$ cat src/mie_pkg.sv
// package for the misc instruction execute block
package mie_pkg;
	localparam logic [7:0] OP_IDLE = 8'h00;
	localparam logic [3:0] OP_PORT_HI = 4'h2;
	localparam logic [1:0] OP_PORT_MID = 2'h1;
	localparam logic [7:0] OP_SET_CTL = 8'h2c;
	localparam logic [3:0] OP_CLR_CTL_HI = 4'h3;
	localparam logic [7:0] OP_CLR_CTL = 8'h3c;
	localparam logic [7:0] OP_TIMER_LOAD = 8'hfb;
	localparam logic [7:0] OP_STOP = 8'hf6;
	localparam int NUM_PORTS = 16;
	localparam logic [3:0] CTL_RESET = 4'h0;
	localparam logic [3:0] PORT_RESET = 4'hf;
	localparam logic [3:0] AUX_CORRUPT = 4'h0;
	// register offsets of the interrupt group, plus control and timer readback
	localparam logic [3:0] ADDR_STATUS = 4'h0;
	localparam logic [3:0] ADDR_CLEAR = 4'h1;
	localparam logic [3:0] ADDR_ENABLE = 4'h2;
	localparam logic [3:0] ADDR_CTL = 4'h3;
	localparam logic [3:0] ADDR_TIMER = 4'h4;
	localparam int EV_OVF = 0;
	localparam int EV_STOP = 1;
	localparam int EV_BITS = 2;

	typedef enum logic [1:0] {
		ST_FETCH = 2'b00,
		ST_IMM = 2'b01,
		ST_STOPPED = 2'b10
	} mie_state_e;

	typedef struct packed {
		logic valid;
		logic [7:0] byte_v;
	} mie_fetch_s;

	typedef struct packed {
		logic [3:0] addr;
		logic [7:0] wdata;
		logic wr;
		logic rd;
	} mie_bus_s;
endpackage

$ cat src/mie_core.sv
// execute logic for port-bit, control, timer-load, stop and idle instructions
`timescale 1ns/10ps
// Overview of operation
// - the clear-port-bit opcode 0010 01bb drives the indexed port bit low, updates the zero flag and spoils the auxiliary register.
// - the set-control-bits opcode 0010 1100 ORs the following 4-bit mask into the control register.
// - the clear-control-bits opcode clears the masked control bits, keeps the rest and updates the zero flag.
// - opcode 1111 1011 loads the timer with auxiliary as upper and work as lower nibble and clears the overflow flag.
// - opcode 1111 0110 stops instruction fetch and execution unless every standby port bit reads 0.
// - the all-zero opcode takes one machine cycle and changes nothing.
// - port-bit instructions pick the port from the pointer low nibble and the bit from the opcode field.
module mie_core (
	// clock, reset, enable
	input wire logic core_clk,
	input wire logic rst_n,
	input wire logic clk_en,
	// instruction stream from program memory
	input wire mie_pkg::mie_fetch_s fetch,
	output logic fetch_ready,
	// core state
	input wire logic [3:0] pointer_low_nibble,
	input wire logic [3:0] work_register,
	input wire logic [3:0] aux_in,
	input wire logic timer_overflow,
	input wire logic [3:0] standby_release_port,
	// results
	output logic [3:0] aux_out,
	output logic aux_we,
	output logic zero_flag,
	output logic [3:0] control_register,
	output logic [7:0] count_value_register,
	output logic timer_load,
	output logic timer_overflow_flag,
	output logic stopped,
	output logic [mie_pkg::NUM_PORTS*4-1:0] port_out,
	// register port
	input wire mie_pkg::mie_bus_s bus,
	output logic [7:0] rdata,
	output logic irq
);
	// ------------------------------------------------------------
	// pin synchronisers
	// ------------------------------------------------------------
	// both stages reset low, so a stop right after reset stays gated until the pins are seen
	logic [3:0] sb_meta_r, sb_sync_r;
	always_ff @(posedge core_clk or negedge rst_n) begin
		if (!rst_n) begin
			sb_meta_r <= 4'h0;
			sb_sync_r <= 4'h0;
		end else if (clk_en) begin
			sb_meta_r <= standby_release_port;
			sb_sync_r <= sb_meta_r;
		end
	end

	// ------------------------------------------------------------
	// decode and execute
	// ------------------------------------------------------------
	mie_pkg::mie_state_e state_r, state_nxt;
	logic [7:0] op_r, op_nxt;
	logic [3:0] ctl_r, ctl_nxt;
	logic zf_r, zf_nxt;
	logic [7:0] tm_r, tm_nxt;
	logic tmf_r, tmf_nxt;
	logic [3:0] aux_r, aux_nxt;
	logic aux_we_r, aux_we_nxt;
	logic tld_r, tld_nxt;
	logic [mie_pkg::NUM_PORTS*4-1:0] port_r, port_nxt;
	logic [mie_pkg::EV_BITS-1:0] stat_r, stat_nxt, en_r, en_nxt;
	logic [7:0] rdata_r, rdata_nxt;
	logic [3:0] port_sel;
	logic [3:0] new_nib;
	logic ev_stop;

	assign fetch_ready = (state_r != mie_pkg::ST_STOPPED);

	always_comb begin
		state_nxt = state_r;
		op_nxt = op_r;
		ctl_nxt = ctl_r;
		zf_nxt = zf_r;
		tm_nxt = tm_r;
		tmf_nxt = tmf_r;
		aux_nxt = aux_r;
		aux_we_nxt = 1'b0;
		tld_nxt = 1'b0;
		port_nxt = port_r;
		ev_stop = 1'b0;
		port_sel = port_r[pointer_low_nibble*4 +: 4];
		new_nib = port_sel;
		if (timer_overflow)
			tmf_nxt = 1'b1;
		if (fetch.valid && fetch_ready) begin
			case (state_r)
				mie_pkg::ST_FETCH: begin
					op_nxt = fetch.byte_v;
					if (fetch.byte_v == mie_pkg::OP_SET_CTL ||
						fetch.byte_v == mie_pkg::OP_CLR_CTL) begin
						state_nxt = mie_pkg::ST_IMM;
					end else if (fetch.byte_v[7:4] == mie_pkg::OP_PORT_HI &&
						fetch.byte_v[3:2] == mie_pkg::OP_PORT_MID) begin
						new_nib = port_sel & ~(4'h1 << fetch.byte_v[1:0]);
						port_nxt[pointer_low_nibble*4 +: 4] = new_nib;
						zf_nxt = (new_nib == 4'h0);
						// aux is spoiled on purpose; nothing downstream may rely on it
						aux_nxt = mie_pkg::AUX_CORRUPT;
						aux_we_nxt = 1'b1;
					end else if (fetch.byte_v == mie_pkg::OP_TIMER_LOAD) begin
						tm_nxt = {aux_in, work_register};
						tld_nxt = 1'b1;
						tmf_nxt = 1'b0;
					end else if (fetch.byte_v == mie_pkg::OP_STOP) begin
						if (sb_sync_r != 4'h0) begin
							state_nxt = mie_pkg::ST_STOPPED;
							ev_stop = 1'b1;
						end
					end
					// idle opcode and others fall through untouched
				end
				mie_pkg::ST_IMM: begin
					state_nxt = mie_pkg::ST_FETCH;
					if (op_r == mie_pkg::OP_SET_CTL) begin
						ctl_nxt = ctl_r | fetch.byte_v[3:0];
					end else begin
						ctl_nxt = ctl_r & ~fetch.byte_v[3:0];
						zf_nxt = ((ctl_r & ~fetch.byte_v[3:0]) == 4'h0);
					end
				end
				default: state_nxt = mie_pkg::ST_FETCH;
			endcase
		end
	end

	// ------------------------------------------------------------
	// interrupt registers and bus
	// ------------------------------------------------------------
	always_comb begin
		stat_nxt = stat_r;
		en_nxt = en_r;
		rdata_nxt = 8'h00;
		if (bus.wr && bus.addr == mie_pkg::ADDR_CLEAR)
			stat_nxt = stat_r & ~bus.wdata[mie_pkg::EV_BITS-1:0];
		if (bus.wr && bus.addr == mie_pkg::ADDR_ENABLE)
			en_nxt = bus.wdata[mie_pkg::EV_BITS-1:0];
		// set wins over a clear in the same cycle
		if (timer_overflow)
			stat_nxt[mie_pkg::EV_OVF] = 1'b1;
		if (ev_stop)
			stat_nxt[mie_pkg::EV_STOP] = 1'b1;
		if (bus.rd) begin
			case (bus.addr)
				mie_pkg::ADDR_STATUS: rdata_nxt = {6'h00, stat_r};
				mie_pkg::ADDR_ENABLE: rdata_nxt = {6'h00, en_r};
				mie_pkg::ADDR_CTL: rdata_nxt = {4'h0, ctl_r};
				mie_pkg::ADDR_TIMER: rdata_nxt = tm_r;
				default: rdata_nxt = 8'h00;
			endcase
		end
	end

	always_ff @(posedge core_clk or negedge rst_n) begin
		if (!rst_n) begin
			state_r <= mie_pkg::ST_FETCH;
			op_r <= 8'h00;
			ctl_r <= mie_pkg::CTL_RESET;
			zf_r <= 1'b0;
			tm_r <= 8'h00;
			tmf_r <= 1'b0;
			aux_r <= 4'h0;
			aux_we_r <= 1'b0;
			tld_r <= 1'b0;
			port_r <= {mie_pkg::NUM_PORTS{mie_pkg::PORT_RESET}};
			stat_r <= '0;
			en_r <= '0;
			rdata_r <= 8'h00;
		end else if (clk_en) begin
			state_r <= state_nxt;
			op_r <= op_nxt;
			ctl_r <= ctl_nxt;
			zf_r <= zf_nxt;
			tm_r <= tm_nxt;
			tmf_r <= tmf_nxt;
			aux_r <= aux_nxt;
			aux_we_r <= aux_we_nxt;
			tld_r <= tld_nxt;
			port_r <= port_nxt;
			stat_r <= stat_nxt;
			en_r <= en_nxt;
			rdata_r <= rdata_nxt;
		end
	end

	assign aux_out = aux_r;
	assign aux_we = aux_we_r;
	assign zero_flag = zf_r;
	assign control_register = ctl_r;
	assign count_value_register = tm_r;
	assign timer_load = tld_r;
	assign timer_overflow_flag = tmf_r;
	assign stopped = (state_r == mie_pkg::ST_STOPPED);
	assign port_out = port_r;
	assign rdata = rdata_r;
	assign irq = |(stat_r & en_r);

	// ------------------------------------------------------------
	// assertions
	// ------------------------------------------------------------
	property p_tload;
		@(posedge core_clk) disable iff (!rst_n)
		(clk_en && fetch.valid && fetch_ready && state_r == mie_pkg::ST_FETCH &&
			fetch.byte_v == mie_pkg::OP_TIMER_LOAD) |=>
			(count_value_register == $past({aux_in, work_register}) && !timer_overflow_flag);
	endproperty
	a_tload: assert property (p_tload) else $error("timer load wrong");

	property p_stop_gate;
		@(posedge core_clk) disable iff (!rst_n)
		(clk_en && fetch.valid && fetch_ready && state_r == mie_pkg::ST_FETCH &&
			fetch.byte_v == mie_pkg::OP_STOP && sb_sync_r == 4'h0) |=> !stopped;
	endproperty
	a_stop_gate: assert property (p_stop_gate) else $error("stop not gated");

	property p_stop;
		@(posedge core_clk) disable iff (!rst_n)
		(clk_en && fetch.valid && fetch_ready && state_r == mie_pkg::ST_FETCH &&
			fetch.byte_v == mie_pkg::OP_STOP && sb_sync_r != 4'h0) |=> stopped;
	endproperty
	a_stop: assert property (p_stop) else $error("stop missed");

	property p_idle;
		@(posedge core_clk) disable iff (!rst_n)
		(clk_en && fetch.valid && fetch_ready && state_r == mie_pkg::ST_FETCH &&
			fetch.byte_v == mie_pkg::OP_IDLE && !timer_overflow) |=>
			($stable(control_register) && $stable(port_out) && $stable(zero_flag) &&
			$stable(count_value_register) && !stopped);
	endproperty
	a_idle: assert property (p_idle) else $error("idle changed state");

	property p_setctl;
		@(posedge core_clk) disable iff (!rst_n)
		(clk_en && fetch.valid && state_r == mie_pkg::ST_IMM && op_r == mie_pkg::OP_SET_CTL)
			|=> control_register == ($past(control_register) | $past(fetch.byte_v[3:0]));
	endproperty
	a_setctl: assert property (p_setctl) else $error("set control wrong");

	property p_clrctl;
		@(posedge core_clk) disable iff (!rst_n)
		(clk_en && fetch.valid && state_r == mie_pkg::ST_IMM && op_r == mie_pkg::OP_CLR_CTL)
			|=> (control_register == ($past(control_register) & ~$past(fetch.byte_v[3:0]))
			&& zero_flag == (control_register == 4'h0));
	endproperty
	a_clrctl: assert property (p_clrctl) else $error("clear control wrong");

	property p_portbit;
		@(posedge core_clk) disable iff (!rst_n)
		(clk_en && fetch.valid && fetch_ready && state_r == mie_pkg::ST_FETCH &&
			fetch.byte_v[7:2] == {mie_pkg::OP_PORT_HI, mie_pkg::OP_PORT_MID}) |=>
			(port_out[$past(pointer_low_nibble)*4 + $past(fetch.byte_v[1:0])] == 1'b0 && aux_we);
	endproperty
	a_portbit: assert property (p_portbit) else $error("port bit not cleared");

	property p_ovf_hold;
		@(posedge core_clk) disable iff (!rst_n)
		(clk_en && timer_overflow && !(fetch.valid && fetch_ready &&
			state_r == mie_pkg::ST_FETCH && fetch.byte_v == mie_pkg::OP_TIMER_LOAD))
			|=> timer_overflow_flag;
	endproperty
	a_ovf_hold: assert property (p_ovf_hold) else $error("overflow flag not set");

	property p_portsel;
		@(posedge core_clk) disable iff (!rst_n)
		(clk_en && fetch.valid && fetch_ready && state_r == mie_pkg::ST_FETCH &&
			fetch.byte_v[7:2] == {mie_pkg::OP_PORT_HI, mie_pkg::OP_PORT_MID}) |=>
			zero_flag == (port_out[$past(pointer_low_nibble)*4 +: 4] == 4'h0);
	endproperty
	a_portsel: assert property (p_portsel) else $error("zero flag wrong");

	property p_ovf_clear;
		@(posedge core_clk) disable iff (!rst_n)
		(clk_en && timer_overflow && fetch.valid && fetch_ready &&
			state_r == mie_pkg::ST_FETCH && fetch.byte_v == mie_pkg::OP_TIMER_LOAD)
			|=> (!timer_overflow_flag && timer_load);
	endproperty
	a_ovf_clear: assert property (p_ovf_clear) else $error("overflow beat load clear");

	// stop has no wake path here: only reset brings the core back
	property p_stop_hold;
		@(posedge core_clk) disable iff (!rst_n)
		stopped |=> (stopped && !fetch_ready);
	endproperty
	a_stop_hold: assert property (p_stop_hold) else $error("stop was left");

	// state must not move while the enable is low
	property p_freeze;
		@(posedge core_clk) disable iff (!rst_n)
		!clk_en |=> ($stable(control_register) && $stable(port_out) &&
			$stable(count_value_register) && $stable(stopped) && $stable(zero_flag));
	endproperty
	a_freeze: assert property (p_freeze) else $error("state moved while frozen");

	property p_aux;
		@(posedge core_clk) disable iff (!rst_n)
		aux_we |-> aux_out == mie_pkg::AUX_CORRUPT;
	endproperty
	a_aux: assert property (p_aux) else $error("aux write value wrong");

	c_stop: cover property (@(posedge core_clk) disable iff (!rst_n) $rose(stopped));
	c_tload: cover property (@(posedge core_clk) disable iff (!rst_n) timer_load);
	c_imm: cover property (@(posedge core_clk) disable iff (!rst_n) state_r == mie_pkg::ST_IMM);
	c_irq: cover property (@(posedge core_clk) disable iff (!rst_n) irq);
	c_portclr: cover property (@(posedge core_clk) disable iff (!rst_n) aux_we);
endmodule

$ cat config.mk
export PLATFORM = sky130hd
export DESIGN_NAME = mie_core
export DESIGN_NICKNAME = d
export VERILOG_FILES = /design/src/mie_pkg.sv /design/src/mie_core.sv
export SDC_FILE = /design/constraint.sdc
export NUM_CORES = 1
export LEC_CHECK = 0
export ABC_AREA = 0
export BUFFER_PORTS_ARGS = -buffer_cell sky130_fd_sc_hd__buf_4
export CORE_MARGIN = 2
export CORE_UTILIZATION = 45
export CTS_CLUSTER_DIAMETER = 100
export DETAILED_ROUTE_END_ITERATION = 16
export GPL_TIMING_DRIVEN = 0
export PLACE_DENSITY = 0.72
export SLEW_MARGIN = 20
export SYNTH_ARGS = -nofsm -noshare
export SYNTH_HDL_FRONTEND = slang
export SYNTH_SLANG_ARGS = --single-unit
$ cat constraint.sdc
create_clock -name core_clk -period 2.17 [get_ports core_clk]
set_clock_uncertainty 0.15 [all_clocks]
set_input_delay 0.1085 -clock core_clk [delete_from_list [all_inputs] [get_ports core_clk]]
set_output_delay 0.1085 -clock core_clk [all_outputs]
set_load 0.02 [all_outputs]
# Word level (Yosys, flattened, before mapping)
# Index checks and enable logic that the tools add are counted.
dict set report totals {
  reg_bits 110
  in_bits 43
  output_inout_bits 95
  wordCells 113
}
dict set report op_classes {
  n_addsub 1
  n_eq_ne 21
  shifts 4
  mux 39
  n_bitwise 10
  n_reduce_logical 23
}
# cell n
set ops {}
lappend ops {{$bwmux 64} 1}
lappend ops {{$shift 4x34->64 const A} 1}
lappend ops {{$shiftx 4x34->64} 1}
lappend ops {{$shiftx 64x7->4} 1}
lappend ops {{$neg 6->34} 1}
lappend ops {{$pmux 8 s4} 1}
lappend ops {{$mux 1} 27}
lappend ops {{$eq 8x6->1 const B} 3}
lappend ops {{$reduce_and 6->1} 3}
lappend ops {{$eq 8x8->1 const B} 2}
lappend ops {{$mux 2} 7}
lappend ops {{$eq 4x2->1 const B} 3}
lappend ops {{$logic_not 4->1} 3}
lappend ops {{$ne 3x3->1 const B} 4}
lappend ops {{$and 4x4->4} 2}
lappend ops {{$mux 8} 1}
lappend ops {{$ne 2x2->1 const B} 4}
lappend ops {{$not 4->4} 2}
lappend ops {{$reduce_and 2->1} 3}
lappend ops {{$reduce_and 3->1} 2}
lappend ops {{$reduce_bool 2->1} 3}
lappend ops {{$reduce_and 5->1} 1}
lappend ops {{$and 2x2->2} 2}
lappend ops {{$eq 2x1->1 const B} 2}
lappend ops {{14 further kinds} 18}

# Longest topological paths before layout
# Gate-level depths: netlist of the first run.
dict set report logic_depth {
  depth_word 10
  mapped_depth 9
  depth_no_buf 7
}

# Least setup slack after synthesis of the first run
# Ideal clock, no wire load.
dict set report synth_path {
  path_kind {register to register}
  from {reg state_r[0]}
  to {reg tm_r[0] (netlist: count_value_register[0])}
  setup_ns 0.125
  arrival_ns 1.873
  path_slack_ns 0.022
  path_stages_with_launch 6
  synth_period_minus_slack_ns 2.148
  cell_sequence {dfrtp_1 -> and4bb_2 -> buf_4 -> nand2_1 -> nor4_4 -> mux2_2}
}
dict set report synth_via {
  elab_chain_cells 3
  word_cells_on_any_way 4
}
# element line_no
set synth_rtl {}
lappend synth_rtl {{start, declared} mie_core.sv:58} ;# mie_pkg::mie_state_e state_r, state_nxt;
lappend synth_rtl {{start signal, assigned} mie_core.sv:162} ;# state_r <= mie_pkg::ST_FETCH;
lappend synth_rtl {{start signal, assigned} mie_core.sv:176} ;# state_r <= state_nxt;
lappend synth_rtl {{$ne 2x2->1} mie_core.sv:74} ;# assign fetch_ready = (state_r != mie_pkg::ST_STOPPED);
lappend synth_rtl {{$logic_and 1x1->1} mie_core.sv:92} ;# if (fetch.valid && fetch_ready) begin
lappend synth_rtl {{$reduce_and 6->1 (no source line) (*)} -}
lappend synth_rtl {{end signal, assigned} mie_core.sv:180} ;# tm_r <= tm_nxt;
lappend synth_rtl {{end, declared} mie_core.sv:62} ;# logic [7:0] tm_r, tm_nxt;
# Every way passes the cells marked *; elsewhere a longest branch is shown, timed or not.
# A chain may end at the register's enable or synchronous reset.

# Worst setup path in the final report of the first run
dict set report layout_path {
  from {reg state_r[1]}
  to {reg tm_r[3] (netlist: count_value_register[3])}
}
# The elaborated chain is that of the path after synthesis.

==> impl_metrics.prom, run 1 <==
# TYPE chip_impl_metric gauge
chip_impl_info{name="crit_slowest_cell",value="sky130_fd_sc_hd__dfrtp_2"} 1
chip_impl_metric{name="chipHeight",unit="µm"} 114
chip_impl_info{name="status",value="finished, violations left"} 1
chip_impl_metric{name="dr.pass1.iters",unit=""} 5
chip_impl_metric{name="start_util",unit="%"} 45.8
chip_impl_metric{name="grt_use_total",unit="%"} 22.7
chip_impl_metric{name="antenna_cells_inserted",unit=""} 0
chip_impl_metric{name="min_delay_path_depth",unit=""} 5
chip_impl_metric{name="p_total",unit="mW"} 4.19
chip_impl_metric{name="edff_count_synth",unit=""} 0
chip_impl_info{name="gate_family_responsible_for_the_most_delay_along_the_worst_path",value="simple AND/OR/NAND/NOR gates"} 1
chip_impl_metric{name="num_rows",unit=""} 40
chip_impl_metric{name="h-tree-depth",unit=""} 3
chip_impl_info{name="ys_dominant_reg_cell",value="sky130_fd_sc_hd__dfstp_2"} 1
chip_impl_info{name="cp_cell_sequence",value="and4bb_4 -> buf_8 -> nand2_4 -> nor4_4 -> buf_4 -> clkbuf_16 -> mux2_2"} 1
chip_impl_metric{name="gp_routability_congestion",unit=""} 0.850
chip_impl_metric{name="p_seq_share",unit="%"} 51.5
chip_impl_metric{name="synth.ff_latch_count",unit=""} 110
chip_impl_metric{name="finalWirelength",unit="µm"} 15200
chip_impl_metric{name="grt.overflow.total",unit=""} 0
chip_impl_metric{name="static_leakage_power",unit="nW"} 3.45
chip_impl_info{name="worstReg2RegEnd",value="count_value_register[3]"} 1
chip_impl_metric{name="post_route_cells_drive_above_1_share",unit="%"} 59.0
chip_impl_info{name="cts_tree",value="yes"} 1
chip_impl_metric{name="global_route_wire_length_before_repair",unit="µm"} 22500
chip_impl_metric{name="crit_path_max_fanout",unit=""} 5
chip_impl_info{name="synth_area_leaders",value="sky130_fd_sc_hd__dfstp_2 31%, sky130_fd_sc_hd__dfrtp_1 21%, sky130_fd_sc_hd__mux2_2 19%"} 1
chip_impl_metric{name="dp_hpwl",unit="µm"} 10300
chip_impl_info{name="holdPathEnd",value="stat_r[1]"} 1
chip_impl_metric{name="clock_slew_at_the_register_clock_pins_of_the_worst_setup_and_hold_paths",unit="ns"} 0.07
chip_impl_metric{name="remaining_drc_errors",unit=""} 0
chip_impl_metric{name="finalCritPeriodShare",unit="%"} 103
chip_impl_metric{name="p_switching",unit="mW"} 1.02
chip_impl_metric{name="timing.final.setup_violations",unit=""} 11
chip_impl_metric{name="drt_first_iter_violations",unit=""} 336
chip_impl_metric{name="drv_cap",unit=""} 0
chip_impl_metric{name="yosysWarningCount",unit=""} 0
chip_impl_metric{name="syn_inst",unit=""} 420
chip_impl_info{name="timing.critical_path.from_type",value="flop"} 1
chip_impl_metric{name="areaGrowthSynthToFinish",unit="%"} 37.2
chip_impl_metric{name="p_per_area",unit="nW/µm²"} 560
chip_impl_metric{name="clock_power_share",unit="%"} 36.1
chip_impl_metric{name="number_of_antenna_violations_at_the_first_check_in_global_routing",unit=""} 0
chip_impl_metric{name="required",unit="ns"} 2.26
chip_impl_metric{name="io_pins",unit=""} 138
chip_impl_metric{name="placement.io_buffers",unit=""} 121
chip_impl_metric{name="critical_path_arrival",unit="ns"} 2.34
chip_impl_metric{name="count_of_vias_placed_by_the_detailed_router",unit=""} 4264
chip_impl_info{name="rsz_0062_raised_after_global_routing",value="yes"} 1
chip_impl_metric{name="critical_path_depth",unit=""} 7
chip_impl_metric{name="achievable_freq",unit="MHz"} 446
chip_impl_metric{name="yosysSeqAreaShare",unit="%"} 52.0
chip_impl_metric{name="p_int",unit="mW"} 3.17
chip_impl_metric{name="clkLatencyLatePin",unit="ns"} 0.36
chip_impl_metric{name="synth_area_per_cell",unit="µm²"} 13.0
chip_impl_metric{name="post_drt_via_cell_ratio",unit=""} 5.63
chip_impl_metric{name="finalNetCount",unit=""} 654
chip_impl_metric{name="clock_path_buffers",unit=""} 2
chip_impl_metric{name="die_area",unit="µm²"} 13000
chip_impl_info{name="violated_checks",value="setup timing"} 1
chip_impl_metric{name="asyncSetResetFlopFracSynth",unit="%"} 100
chip_impl_metric{name="fp.dieW",unit="µm"} 114
chip_impl_metric{name="tns",unit="ns"} -0.494
chip_impl_metric{name="holdWs",unit="ns"} 0.0819
chip_impl_metric{name="worst_slew_margin",unit="%"} 35.6
chip_impl_info{name="min_path_type",value="input pin to flop"} 1
chip_impl_metric{name="crit_path_max_incr_delay",unit="ns"} 0.44
chip_impl_metric{name="maxSlewViolCount",unit=""} 0
chip_impl_metric{name="worst_pin_slew",unit="ns"} 0.966
chip_impl_metric{name="fin_util",unit="%"} 62.8
chip_impl_info{name="cp_class",value="flop to flop"} 1
chip_impl_metric{name="timing.final.crit_period",unit="ns"} 2.24
chip_impl_metric{name="vdd_ir_drop_max",unit="V"} 0.000374
chip_impl_metric{name="sinks_on_clock_net",unit=""} 110
chip_impl_metric{name="synthesis.area",unit="µm²"} 5450
chip_impl_metric{name="layout_setup_ws",unit="ns"} -0.0745
chip_impl_info{name="cts_root_buf",value="sky130_fd_sc_hd__clkbuf_16"} 1
chip_impl_metric{name="switching_share",unit="%"} 24.4
chip_impl_metric{name="routed_wire_length_per_instance",unit="µm"} 20.1
chip_impl_metric{name="core_area",unit="µm²"} 11900
chip_impl_info{name="regToRegStartpoint",value="state_r[1]"} 1
chip_impl_metric{name="rrSetupSlack",unit="ns"} -0.07
chip_impl_metric{name="vias_in_the_first_global_route",unit=""} 4168
chip_impl_metric{name="rr_worst_depth",unit=""} 7
chip_impl_metric{name="yosys.area.top_type_share",unit="%"} 30.9
chip_impl_metric{name="dp_slack",unit="ns"} -0.553
chip_impl_metric{name="post_synth_num_cell_types",unit=""} 46
chip_impl_info{name="hold_start",value="bus[1]"} 1
chip_impl_metric{name="critical_path.n_buffers_inverters",unit=""} 3
chip_impl_metric{name="maximum_number_of_pins_on_one_net_before_global_route_repair",unit=""} 111
chip_impl_info{name="end_kind",value="flop"} 1
chip_impl_metric{name="tritoncts.num_buffers",unit=""} 9
chip_impl_metric{name="p_comb_share",unit="%"} 12.5
chip_impl_info{name="synth_top_area_cell",value="sky130_fd_sc_hd__dfstp_2"} 1
chip_impl_metric{name="ant_nets",unit=""} 0
chip_impl_metric{name="hold_violations",unit=""} 0
-- synth_stat cells (3+ instances only) --
cell type / instances
sky130_fd_sc_hd__nor3_1: 3
sky130_fd_sc_hd__a22oi_1: 10
sky130_fd_sc_hd__inv_1: 8
sky130_fd_sc_hd__a21o_1: 4
sky130_fd_sc_hd__mux2i_1: 26
sky130_fd_sc_hd__clkbuf_1: 7
sky130_fd_sc_hd__mux4_2: 8
sky130_fd_sc_hd__o21ai_0: 3
sky130_fd_sc_hd__a21oi_1: 11
sky130_fd_sc_hd__nor4_1: 6
sky130_fd_sc_hd__buf_4: 7
sky130_fd_sc_hd__nor3b_1: 7
sky130_fd_sc_hd__nor2b_1: 7
sky130_fd_sc_hd__buf_2: 3
sky130_fd_sc_hd__ha_1: 5
sky130_fd_sc_hd__nor2_1: 14
sky130_fd_sc_hd__nand2b_1: 8
sky130_fd_sc_hd__dfrtp_1: 46
sky130_fd_sc_hd__nand3_1: 5
sky130_fd_sc_hd__dfstp_2: 64
sky130_fd_sc_hd__nand4_1: 5
sky130_fd_sc_hd__a22o_1: 7
sky130_fd_sc_hd__nand2_1: 30
sky130_fd_sc_hd__and3_1: 6
sky130_fd_sc_hd__mux2_2: 94
sky130_fd_sc_hd__o2bb2ai_1: 4
-- metrics by stage --
stage	std cells	area (µm²)
global placement	691	6550
finish	757	7480
global route	757	7480
CTS	740	7220
floorplan	423	5460
detailed placement	691	6560
-- layout by cell type, fill, tap and decap left out, types with 5 or more instances in the layout --
| cell | Yosys | layout |
|---|---|---|
| sky130_fd_sc_hd__dfstp_2 | 64 | 64 |
| sky130_fd_sc_hd__nand2_1 | 30 | 26 |
| sky130_fd_sc_hd__a22o_1 | 7 | 7 |
| sky130_fd_sc_hd__mux4_2 | 8 | 8 |
| sky130_fd_sc_hd__clkbuf_16 | 0 | 11 |
| sky130_fd_sc_hd__mux2_2 | 94 | 93 |
| sky130_fd_sc_hd__a22oi_1 | 10 | 10 |
| sky130_fd_sc_hd__clkbuf_1 | 7 | 10 |
| sky130_fd_sc_hd__buf_4 | 7 | 143 |
| sky130_fd_sc_hd__nor4_1 | 6 | 5 |
| sky130_fd_sc_hd__dlygate4sd3_1 | 0 | 31 |
| sky130_fd_sc_hd__dfrtp_1 | 46 | 44 |
| sky130_fd_sc_hd__nor2_1 | 14 | 13 |
| sky130_fd_sc_hd__a21oi_1 | 11 | 11 |
| sky130_fd_sc_hd__mux2i_1 | 26 | 26 |
| sky130_fd_sc_hd__inv_1 | 8 | 8 |
| sky130_fd_sc_hd__nand2b_1 | 8 | 8 |
| sky130_fd_sc_hd__nand4_1 | 5 | 5 |
-- worst register-to-register path: cells and delay by family (launching register included) --
kind | cells | cell delay (ns)
and+or+nand+nor | 3 | 0.76
buffers and inverters | 3 | 0.46
DFF | 1 | 0.44
muxes | 1 | 0.32
-- cell type report --
type | count | area (µm²)
flip-flops and latches | 110 | 2840
clock inverters | 2 | 10.0
plain buffers | 17 | 108
multi-input cells | 286 | 2630
fillers | 926 | 4440
repair buffers | 172 | 1420
inverters | 10 | 37.5
well taps | 147 | 184
clock buffers | 13 | 250
-- routing by layer --
layer | track usage (%) | share of wire, %
met5 | 0 | 0
met4 | 9.35 | 1.6
met3 | 3.39 | 4.6
met1 | 31.8 | 45
met2 | 35.4 | 49
-- power by group through the flow --
stage               Clock, mW  Sequential [mW]  Combinational, mW
floorplan                   0             2.19              0.231
global placement            0             2.18              0.410
detailed placement          0             2.19              0.422
CTS                      1.54             2.16              0.477
global route             1.62             2.16              0.559
finish                   1.51             2.16              0.522
-- worst max path at each step --
stage	startpoint	end
after floorplan	state_r[0]	count_value_register[0]
after global placement	pointer_low_nibble[0]	port_out[38]
after detailed placement	pointer_low_nibble[0]	port_out[47]
after CTS	state_r[0]	port_out[39]
after global routing	state_r[1]	count_value_register[0]
final	state_r[1]	count_value_register[3]
-- repair_timing --
action / in CTS / in global routing
pin swaps: 2 / 3
endpoints found under the setup margin: 51 / 70
hold endpoints to repair: 79 / 0
hold buffers: 31 / 0
gates cloned: 0 / 2
resized for setup: 11 / 28
buffers inserted: 3 / 15
-- cell families after synthesis --
kind of cell / synth area share [%]
adders and majority gates: 1.15
other: 0.0688
and+or+nand+nor: 10.2
DFF: 52.0
xor gates and xnor gates: 0.161
buffers and inverters: 2.41
muxes: 27.5
AOI/OAI and AO/OA: 6.57
-- flip-flops by register name (all words and copies together) (netlist names), named ones only --
register	cells
timer_load	1
timer_overflow_flag	1
stat_r	2
count_value_register	8
port_out	64
aux_we	1
sb_meta_r	4
sb_sync_r	4
op_r	8
en_r	2
zero_flag	1
state_r	2
rdata	8
(Power assumes the default switching activity.)
==> run 2: changes to the inputs <==
--- a/config.mk
+++ b/config.mk
@@ -8,11 +8,11 @@
 export ABC_AREA = 0
 export BUFFER_PORTS_ARGS = -buffer_cell sky130_fd_sc_hd__buf_4
 export CORE_MARGIN = 2
-export CORE_UTILIZATION = 45
+export CORE_UTILIZATION = 48
 export CTS_CLUSTER_DIAMETER = 100
 export DETAILED_ROUTE_END_ITERATION = 16
 export GPL_TIMING_DRIVEN = 0
-export PLACE_DENSITY = 0.72
+export PLACE_DENSITY = 0.76
 export SLEW_MARGIN = 20
 export SYNTH_ARGS = -nofsm -noshare
 export SYNTH_HDL_FRONTEND = slang
==> impl_metrics.prom, run 2 (synthesized netlist as in run 1, its figures left out) <==
# TYPE chip_impl_metric gauge
chip_impl_info{name="status",value="finished, violations left"} 1
chip_impl_info{name="violated_checks",value="setup timing"} 1
chip_impl_metric{name="grt_use_total",unit="%"} 24.1
chip_impl_metric{name="clock_path_buffers",unit=""} 2
chip_impl_metric{name="drt_first_iter_violations",unit=""} 411
chip_impl_metric{name="vias_in_the_first_global_route",unit=""} 4287
chip_impl_metric{name="areaGrowthSynthToFinish",unit="%"} 36.3
chip_impl_metric{name="post_route_cells_drive_above_1_share",unit="%"} 57.5
chip_impl_metric{name="clock_slew_at_the_register_clock_pins_of_the_worst_setup_and_hold_paths",unit="ns"} 0.07
chip_impl_metric{name="chipHeight",unit="µm"} 111
chip_impl_metric{name="antenna_cells_inserted",unit=""} 0
chip_impl_metric{name="routed_wire_length_per_instance",unit="µm"} 20.3
chip_impl_metric{name="gp_routability_congestion",unit=""} 0.837
chip_impl_info{name="min_path_type",value="input pin to flop"} 1
chip_impl_metric{name="remaining_drc_errors",unit=""} 0
chip_impl_metric{name="hold_violations",unit=""} 0
chip_impl_metric{name="timing.final.crit_period",unit="ns"} 2.17
chip_impl_metric{name="num_rows",unit=""} 38
chip_impl_metric{name="core_area",unit="µm²"} 11000
chip_impl_metric{name="layout_setup_ws",unit="ns"} -0.00244
chip_impl_metric{name="sinks_on_clock_net",unit=""} 110
chip_impl_metric{name="dp_hpwl",unit="µm"} 10300
chip_impl_metric{name="finalNonFillerCells",unit=""} 742
chip_impl_metric{name="start_util",unit="%"} 49.6
chip_impl_metric{name="critical_path_arrival",unit="ns"} 2.29
chip_impl_metric{name="finalWirelength",unit="µm"} 15000
chip_impl_metric{name="worst_pin_slew",unit="ns"} 0.968
chip_impl_metric{name="p_per_area",unit="nW/µm²"} 589
chip_impl_info{name="cp_cell_sequence",value="and4bb_2 -> and3_1 -> and3_2 -> nor2b_4 -> mux2_2"} 1
chip_impl_metric{name="post_drt_via_cell_ratio",unit=""} 5.76
chip_impl_metric{name="finalCritPeriodShare",unit="%"} 100
chip_impl_metric{name="dr.pass1.iters",unit=""} 5
chip_impl_info{name="timing.critical_path.from_type",value="flop"} 1
chip_impl_metric{name="required",unit="ns"} 2.28
chip_impl_metric{name="vdd_ir_drop_max",unit="V"} 0.000320
chip_impl_metric{name="finalNetCount",unit=""} 645
chip_impl_metric{name="fp.dieW",unit="µm"} 111
chip_impl_metric{name="placement.io_buffers",unit=""} 121
chip_impl_info{name="cp_class",value="flop to flop"} 1
chip_impl_metric{name="static_leakage_power",unit="nW"} 3.40
chip_impl_metric{name="count_of_vias_placed_by_the_detailed_router",unit=""} 4272
chip_impl_info{name="rsz_0062_raised_after_global_routing",value="yes"} 1
chip_impl_metric{name="holdWs",unit="ns"} 0.0835
chip_impl_info{name="crit_slowest_cell",value="sky130_fd_sc_hd__dfrtp_2"} 1
chip_impl_metric{name="global_route_wire_length_before_repair",unit="µm"} 23600
chip_impl_metric{name="filler_cell_count",unit=""} 788
chip_impl_info{name="layout.cells.most_common",value="sky130_fd_sc_hd__buf_4"} 1
chip_impl_metric{name="die_area",unit="µm²"} 12200
chip_impl_info{name="end_kind",value="flop"} 1
chip_impl_metric{name="crit_path_max_incr_delay",unit="ns"} 0.44
chip_impl_metric{name="clkLatencyLatePin",unit="ns"} 0.34
chip_impl_metric{name="h-tree-depth",unit=""} 3
chip_impl_metric{name="achievable_freq",unit="MHz"} 460
chip_impl_metric{name="number_of_flip_flops_under_the_largest_register_name",unit=""} 64
chip_impl_metric{name="io_pins",unit=""} 138
chip_impl_metric{name="timing.final.setup_violations",unit=""} 2
chip_impl_metric{name="number_of_antenna_violations_at_the_first_check_in_global_routing",unit=""} 0
chip_impl_metric{name="maxSlewViolCount",unit=""} 0
chip_impl_metric{name="grt.overflow.total",unit=""} 0
chip_impl_metric{name="dp.cells",unit=""} 684
chip_impl_metric{name="maximum_number_of_pins_on_one_net_before_global_route_repair",unit=""} 111
chip_impl_info{name="cts_root_buf",value="sky130_fd_sc_hd__clkbuf_16"} 1
chip_impl_metric{name="tns",unit="ns"} -0.00391
chip_impl_info{name="final_cell_mix",value="136 x sky130_fd_sc_hd__buf_4, 86 x sky130_fd_sc_hd__mux2_2, 64 x sky130_fd_sc_hd__dfstp_2"} 1
chip_impl_metric{name="drv_cap",unit=""} 0
chip_impl_metric{name="ant_nets",unit=""} 0
chip_impl_metric{name="tritoncts.num_buffers",unit=""} 9
chip_impl_metric{name="p_total",unit="mW"} 4.37
chip_impl_info{name="cts_tree",value="yes"} 1
chip_impl_metric{name="crit_path_max_fanout",unit=""} 6
chip_impl_metric{name="worst_slew_margin",unit="%"} 35.5
==> run 2: repair_timing <==
item                                   4_1_cts  5_1_grt
endpoints found under the hold margin       78        0
setup endpoints to repair                   53       59
gates resized for setup                     12       25
hold buffers                                30        0
pin swaps                                    2        3
setup buffers                                1       10
cloned                                       0        1
==> run 2: power breakdown <==
| part | leakage [nW] | switching (mW) | internal [mW] |
|---|---|---|---|
| clock network | 0.148 | 0.704 | 0.999 |
| logic | 2.01 | 0.272 | 0.238 |
| registers | 1.25 | 0.0417 | 2.12 |
==> run 2: path summary, 6_finish.rpt <==
kind,startpoint,endpoint,slack (ns),depth (start not counted)
hold / removal,fetch[2],state_r[1],0.08,4
hold reg to reg,port_out[1],port_out[1],0.34,2
setup reg to reg,state_r[0],port_out[16],-0.002,5
min in group asynchronous,rst_n,sb_meta_r[2],0.31,2
max in group asynchronous,rst_n,state_r[0],0.88,2
setup / recovery,state_r[0],port_out[16],-0.002,5
==> run 2: critical path, delay by kind of cell, from the launching register on <==
kind | cells | cell delay, ns
simple gates | 4 | 1.15
flops | 1 | 0.44
mux | 1 | 0.35
==> run 2: metal layers <==
layer	up-vias	part of all wire [%]	GRT usage [%]	wire, µm
met4	0	1.9	8.25	289
li1	1902	-	-	-
met3	21	5.4	3.46	816
met5	-	0	0	0
met1	2176	44	34.8	6680
met2	173	48	37.5	7250
==> run 2: per-stage QoR <==
| stage | cell area, µm² | worst slack (ns) | util (%) |
|---|---|---|---|
| final | 7430 | -0.00244 | 67.6 |
| after global routing | 7430 | -0.0378 | 67.6 |
| after CTS | 7240 | -0.00899 | 65.9 |
| after detailed placement | 6550 | -0.551 | 59.6 |
| after global placement | 6550 | -0.494 | 59.6 |
| after floorplan | 5460 | 0.0219 | - |
==> run 2: area by class of cell <==
| class | instances | area (µm²) | share of cell area, % |
|---|---|---|---|
| Inverter | 10 | 37.5 | 0.505 |
| Sequential cell | 110 | 2840 | 38.2 |
| Multi-Input combinational cell | 286 | 2630 | 35.4 |
| Buffer | 17 | 108 | 1.45 |
| Clock buffer | 14 | 275 | 3.71 |
| Tap cell | 140 | 175 | 2.36 |
| Timing Repair Buffer | 163 | 1330 | 17.9 |
| Clock inverter | 2 | 37.5 | 0.505 |
==> run 3: changes to the inputs <==
--- a/config.mk
+++ b/config.mk
@@ -8,7 +8,7 @@
 export ABC_AREA = 0
 export BUFFER_PORTS_ARGS = -buffer_cell sky130_fd_sc_hd__buf_4
 export CORE_MARGIN = 2
-export CORE_UTILIZATION = 48
+export CORE_UTILIZATION = 50
 export CTS_CLUSTER_DIAMETER = 100
 export DETAILED_ROUTE_END_ITERATION = 16
 export GPL_TIMING_DRIVEN = 0
@@ -17,3 +17,4 @@
 export SYNTH_ARGS = -nofsm -noshare
 export SYNTH_HDL_FRONTEND = slang
 export SYNTH_SLANG_ARGS = --single-unit
+export TNS_END_PERCENT = 5
==> constraint.sdc (replaced) <==
create_clock -name core_clk -period 2 [get_ports core_clk]
set_clock_uncertainty 0.15 [all_clocks]
set_input_delay 0.1 -clock core_clk [delete_from_list [all_inputs] [get_ports core_clk]]
set_output_delay 0.1 -clock core_clk [all_outputs]
set_load 0.02 [all_outputs]
==> impl_metrics.prom, run 3 (synthesized netlist as in run 1, its figures left out) <==
# TYPE chip_impl_metric gauge
chip_impl_metric{name="finalWirelength",unit="µm"} 14700
chip_impl_metric{name="crit_path_max_incr_delay",unit="ns"} 0.49
chip_impl_metric{name="vdd_ir_drop_max",unit="V"} 0.000404
chip_impl_metric{name="required",unit="ns"} 2.17
chip_impl_metric{name="remaining_drc_errors",unit=""} 0
chip_impl_metric{name="routed_wire_length_per_instance",unit="µm"} 19.8
chip_impl_metric{name="dp_hpwl",unit="µm"} 10200
chip_impl_metric{name="p_per_area",unit="nW/µm²"} 568
chip_impl_metric{name="number_of_flip_flops_under_the_largest_register_name",unit=""} 64
chip_impl_metric{name="finalCritPeriodShare",unit="%"} 104
chip_impl_metric{name="dp_slack",unit="ns"} -0.734
chip_impl_info{name="min_path_type",value="input pin to flop"} 1
chip_impl_metric{name="worst_pin_slew",unit="ns"} 0.977
chip_impl_metric{name="vias_in_the_first_global_route",unit=""} 4356
chip_impl_info{name="layout.cells.most_common",value="sky130_fd_sc_hd__buf_4"} 1
chip_impl_metric{name="grt_use_total",unit="%"} 25.8
chip_impl_metric{name="clock_slew_at_the_register_clock_pins_of_the_worst_setup_and_hold_paths",unit="ns"} 0.10
chip_impl_metric{name="holdWs",unit="ns"} 0.0245
chip_impl_metric{name="layout_setup_ws",unit="ns"} -0.0836
chip_impl_info{name="end_kind",value="flop"} 1
chip_impl_metric{name="h-tree-depth",unit=""} 3
chip_impl_info{name="status",value="finished, violations left"} 1
chip_impl_info{name="rsz_0062_raised_after_global_routing",value="yes"} 1
chip_impl_metric{name="tritoncts.num_buffers",unit=""} 9
chip_impl_metric{name="drt_first_iter_violations",unit=""} 213
chip_impl_metric{name="clkLatencyLatePin",unit="ns"} 0.39
chip_impl_metric{name="sinks_on_clock_net",unit=""} 110
chip_impl_metric{name="fp.dieW",unit="µm"} 108
chip_impl_metric{name="crit_path_max_fanout",unit=""} 4
chip_impl_metric{name="maximum_number_of_pins_on_one_net_before_global_route_repair",unit=""} 111
chip_impl_metric{name="gp_routability_congestion",unit=""} 0.899
chip_impl_metric{name="tns",unit="ns"} -1.59
chip_impl_info{name="violated_checks",value="setup timing"} 1
chip_impl_metric{name="chipHeight",unit="µm"} 108
chip_impl_metric{name="achievable_freq",unit="MHz"} 480
chip_impl_metric{name="start_util",unit="%"} 50.7
chip_impl_info{name="timing.critical_path.from_type",value="flop"} 1
chip_impl_metric{name="grt.overflow.total",unit=""} 0
chip_impl_metric{name="global_route_wire_length_before_repair",unit="µm"} 22900
chip_impl_metric{name="clock_path_buffers",unit=""} 2
chip_impl_metric{name="hold_violations",unit=""} 0
chip_impl_metric{name="critical_path_arrival",unit="ns"} 2.25
chip_impl_metric{name="timing.final.crit_period",unit="ns"} 2.08
chip_impl_metric{name="seqCellArea",unit="µm²"} 2830
chip_impl_metric{name="filler_cell_count",unit=""} 758
chip_impl_metric{name="placed_area",unit="µm²"} 6560
chip_impl_metric{name="finalNetCount",unit=""} 647
chip_impl_info{name="cts_tree",value="yes"} 1
chip_impl_metric{name="io_pins",unit=""} 138
chip_impl_metric{name="post_route_cells_drive_above_1_share",unit="%"} 60.9
chip_impl_metric{name="post_drt_via_cell_ratio",unit=""} 5.62
chip_impl_metric{name="die_area",unit="µm²"} 11800
chip_impl_metric{name="number_of_antenna_violations_at_the_first_check_in_global_routing",unit=""} 0
chip_impl_info{name="cp_cell_sequence",value="mux4_2 -> and3_4 -> o31ai_4 -> buf_6 -> nor2_4 -> mux2_4"} 1
chip_impl_info{name="cp_class",value="flop to flop"} 1
chip_impl_metric{name="rrSetupSlack",unit="ns"} -0.08
chip_impl_metric{name="maxSlewViolCount",unit=""} 0
chip_impl_metric{name="ant_nets",unit=""} 0
chip_impl_metric{name="static_leakage_power",unit="nW"} 3.40
chip_impl_metric{name="count_of_vias_placed_by_the_detailed_router",unit=""} 4179
chip_impl_info{name="final_cell_mix",value="135 x sky130_fd_sc_hd__buf_4, 83 x sky130_fd_sc_hd__mux2_2, 64 x sky130_fd_sc_hd__dfstp_2"} 1
chip_impl_metric{name="dr.pass1.iters",unit=""} 4
chip_impl_metric{name="placement.io_buffers",unit=""} 121
chip_impl_metric{name="final_design_area_no_fill",unit="µm²"} 7450
chip_impl_metric{name="core_area",unit="µm²"} 10700
chip_impl_metric{name="num_rows",unit=""} 38
chip_impl_metric{name="areaGrowthSynthToFinish",unit="%"} 36.7
chip_impl_metric{name="worst_slew_margin",unit="%"} 34.9
chip_impl_metric{name="timing.final.setup_violations",unit=""} 41
chip_impl_metric{name="antenna_cells_inserted",unit=""} 0
chip_impl_info{name="cts_root_buf",value="sky130_fd_sc_hd__clkbuf_8"} 1
chip_impl_info{name="crit_slowest_cell",value="sky130_fd_sc_hd__mux4_2"} 1
chip_impl_metric{name="fin_util",unit="%"} 69.3
chip_impl_metric{name="drv_cap",unit=""} 0
chip_impl_metric{name="area_taken_by_multi_input_logic_gates",unit="µm²"} 2730
==> run 3: changes by cell type in the layout (fill, tap and decap cells not counted), moves of 3 or more <==
cell,change
sky130_fd_sc_hd__clkbuf_8,+12
sky130_fd_sc_hd__clkbuf_16,-10
sky130_fd_sc_hd__nand2_1,-5
sky130_fd_sc_hd__nand2_2,+5
sky130_fd_sc_hd__and3_4,+4
sky130_fd_sc_hd__clkbuf_1,-4
sky130_fd_sc_hd__nor2_1,-4
sky130_fd_sc_hd__and3_1,-3
sky130_fd_sc_hd__buf_6,+3
sky130_fd_sc_hd__mux2_2,-3
sky130_fd_sc_hd__mux2_4,+3
sky130_fd_sc_hd__nor2_2,+3
==> run 3: where the power goes <==
group	total (mW)	leakage, nW	internal (mW)	switching, mW
clock	1.33	0.104	0.593	0.740
combinational	0.558	2.04	0.260	0.298
sequential	2.34	1.25	2.30	0.0435
==> run 3: timing repair <==
| action | CTS | global route |
|---|---|---|
| hold buffers | 32 | 0 |
| cloned | 1 | 0 |
| hold endpoints to repair | 79 | 0 |
| setup endpoints to repair | 69 | 74 |
| pin swaps | 6 | 8 |
| gates resized for setup | 40 | 27 |
| setup buffers | 10 | 2 |
==> run 3: layout make-up <==
| type | count | share of cell area, % |
|---|---|---|
| Sequential cell | 110 | 38.0 |
| Multi-Input combinational cell | 286 | 36.7 |
| Timing Repair Buffer | 166 | 18.4 |
| Clock buffer | 14 | 2.45 |
| Tap cell | 140 | 2.35 |
| Buffer | 16 | 1.36 |
| Inverter | 10 | 0.554 |
| Clock inverter | 2 | 0.168 |
==> run 3: final timing paths <==
kind                         startpoint            to  cells after the start
max                        port_out[29]  port_out[37]                      6
min                              bus[1]     stat_r[1]                      5
max reg2reg                port_out[29]  port_out[37]                      6
min reg2reg                  timer_load    timer_load                      1
max in group asynchronous         rst_n    state_r[0]                      2
min in group asynchronous         rst_n  sb_sync_r[1]                      2
==> run 3: per-layer routing <==
| metal | routed length (µm) | global-route usage, % |
|---|---|---|
| met1 | 6040 | 32.5 |
| met2 | 7470 | 44.2 |
| met3 | 773 | 3.50 |
| met4 | 432 | 11.8 |
| met5 | 0 | 0 |
==> run 3: per-stage QoR <==
stage,power [mW],instances
detailed placement,2.83,684
global route,4.39,744
floorplan,2.63,423
CTS,4.24,743
finish,4.23,744
global placement,2.82,684
==> run 3: critical path: cells and delay by family (launching register included) <==
kind                   cells  cell delay, ns
AO/OA/AOI/OAI              1            0.28
buffers and inverters      1            0.16
flip-flops                 1            0.39
multiplexers               2            0.77
AND/OR/NAND/NOR            2            0.27
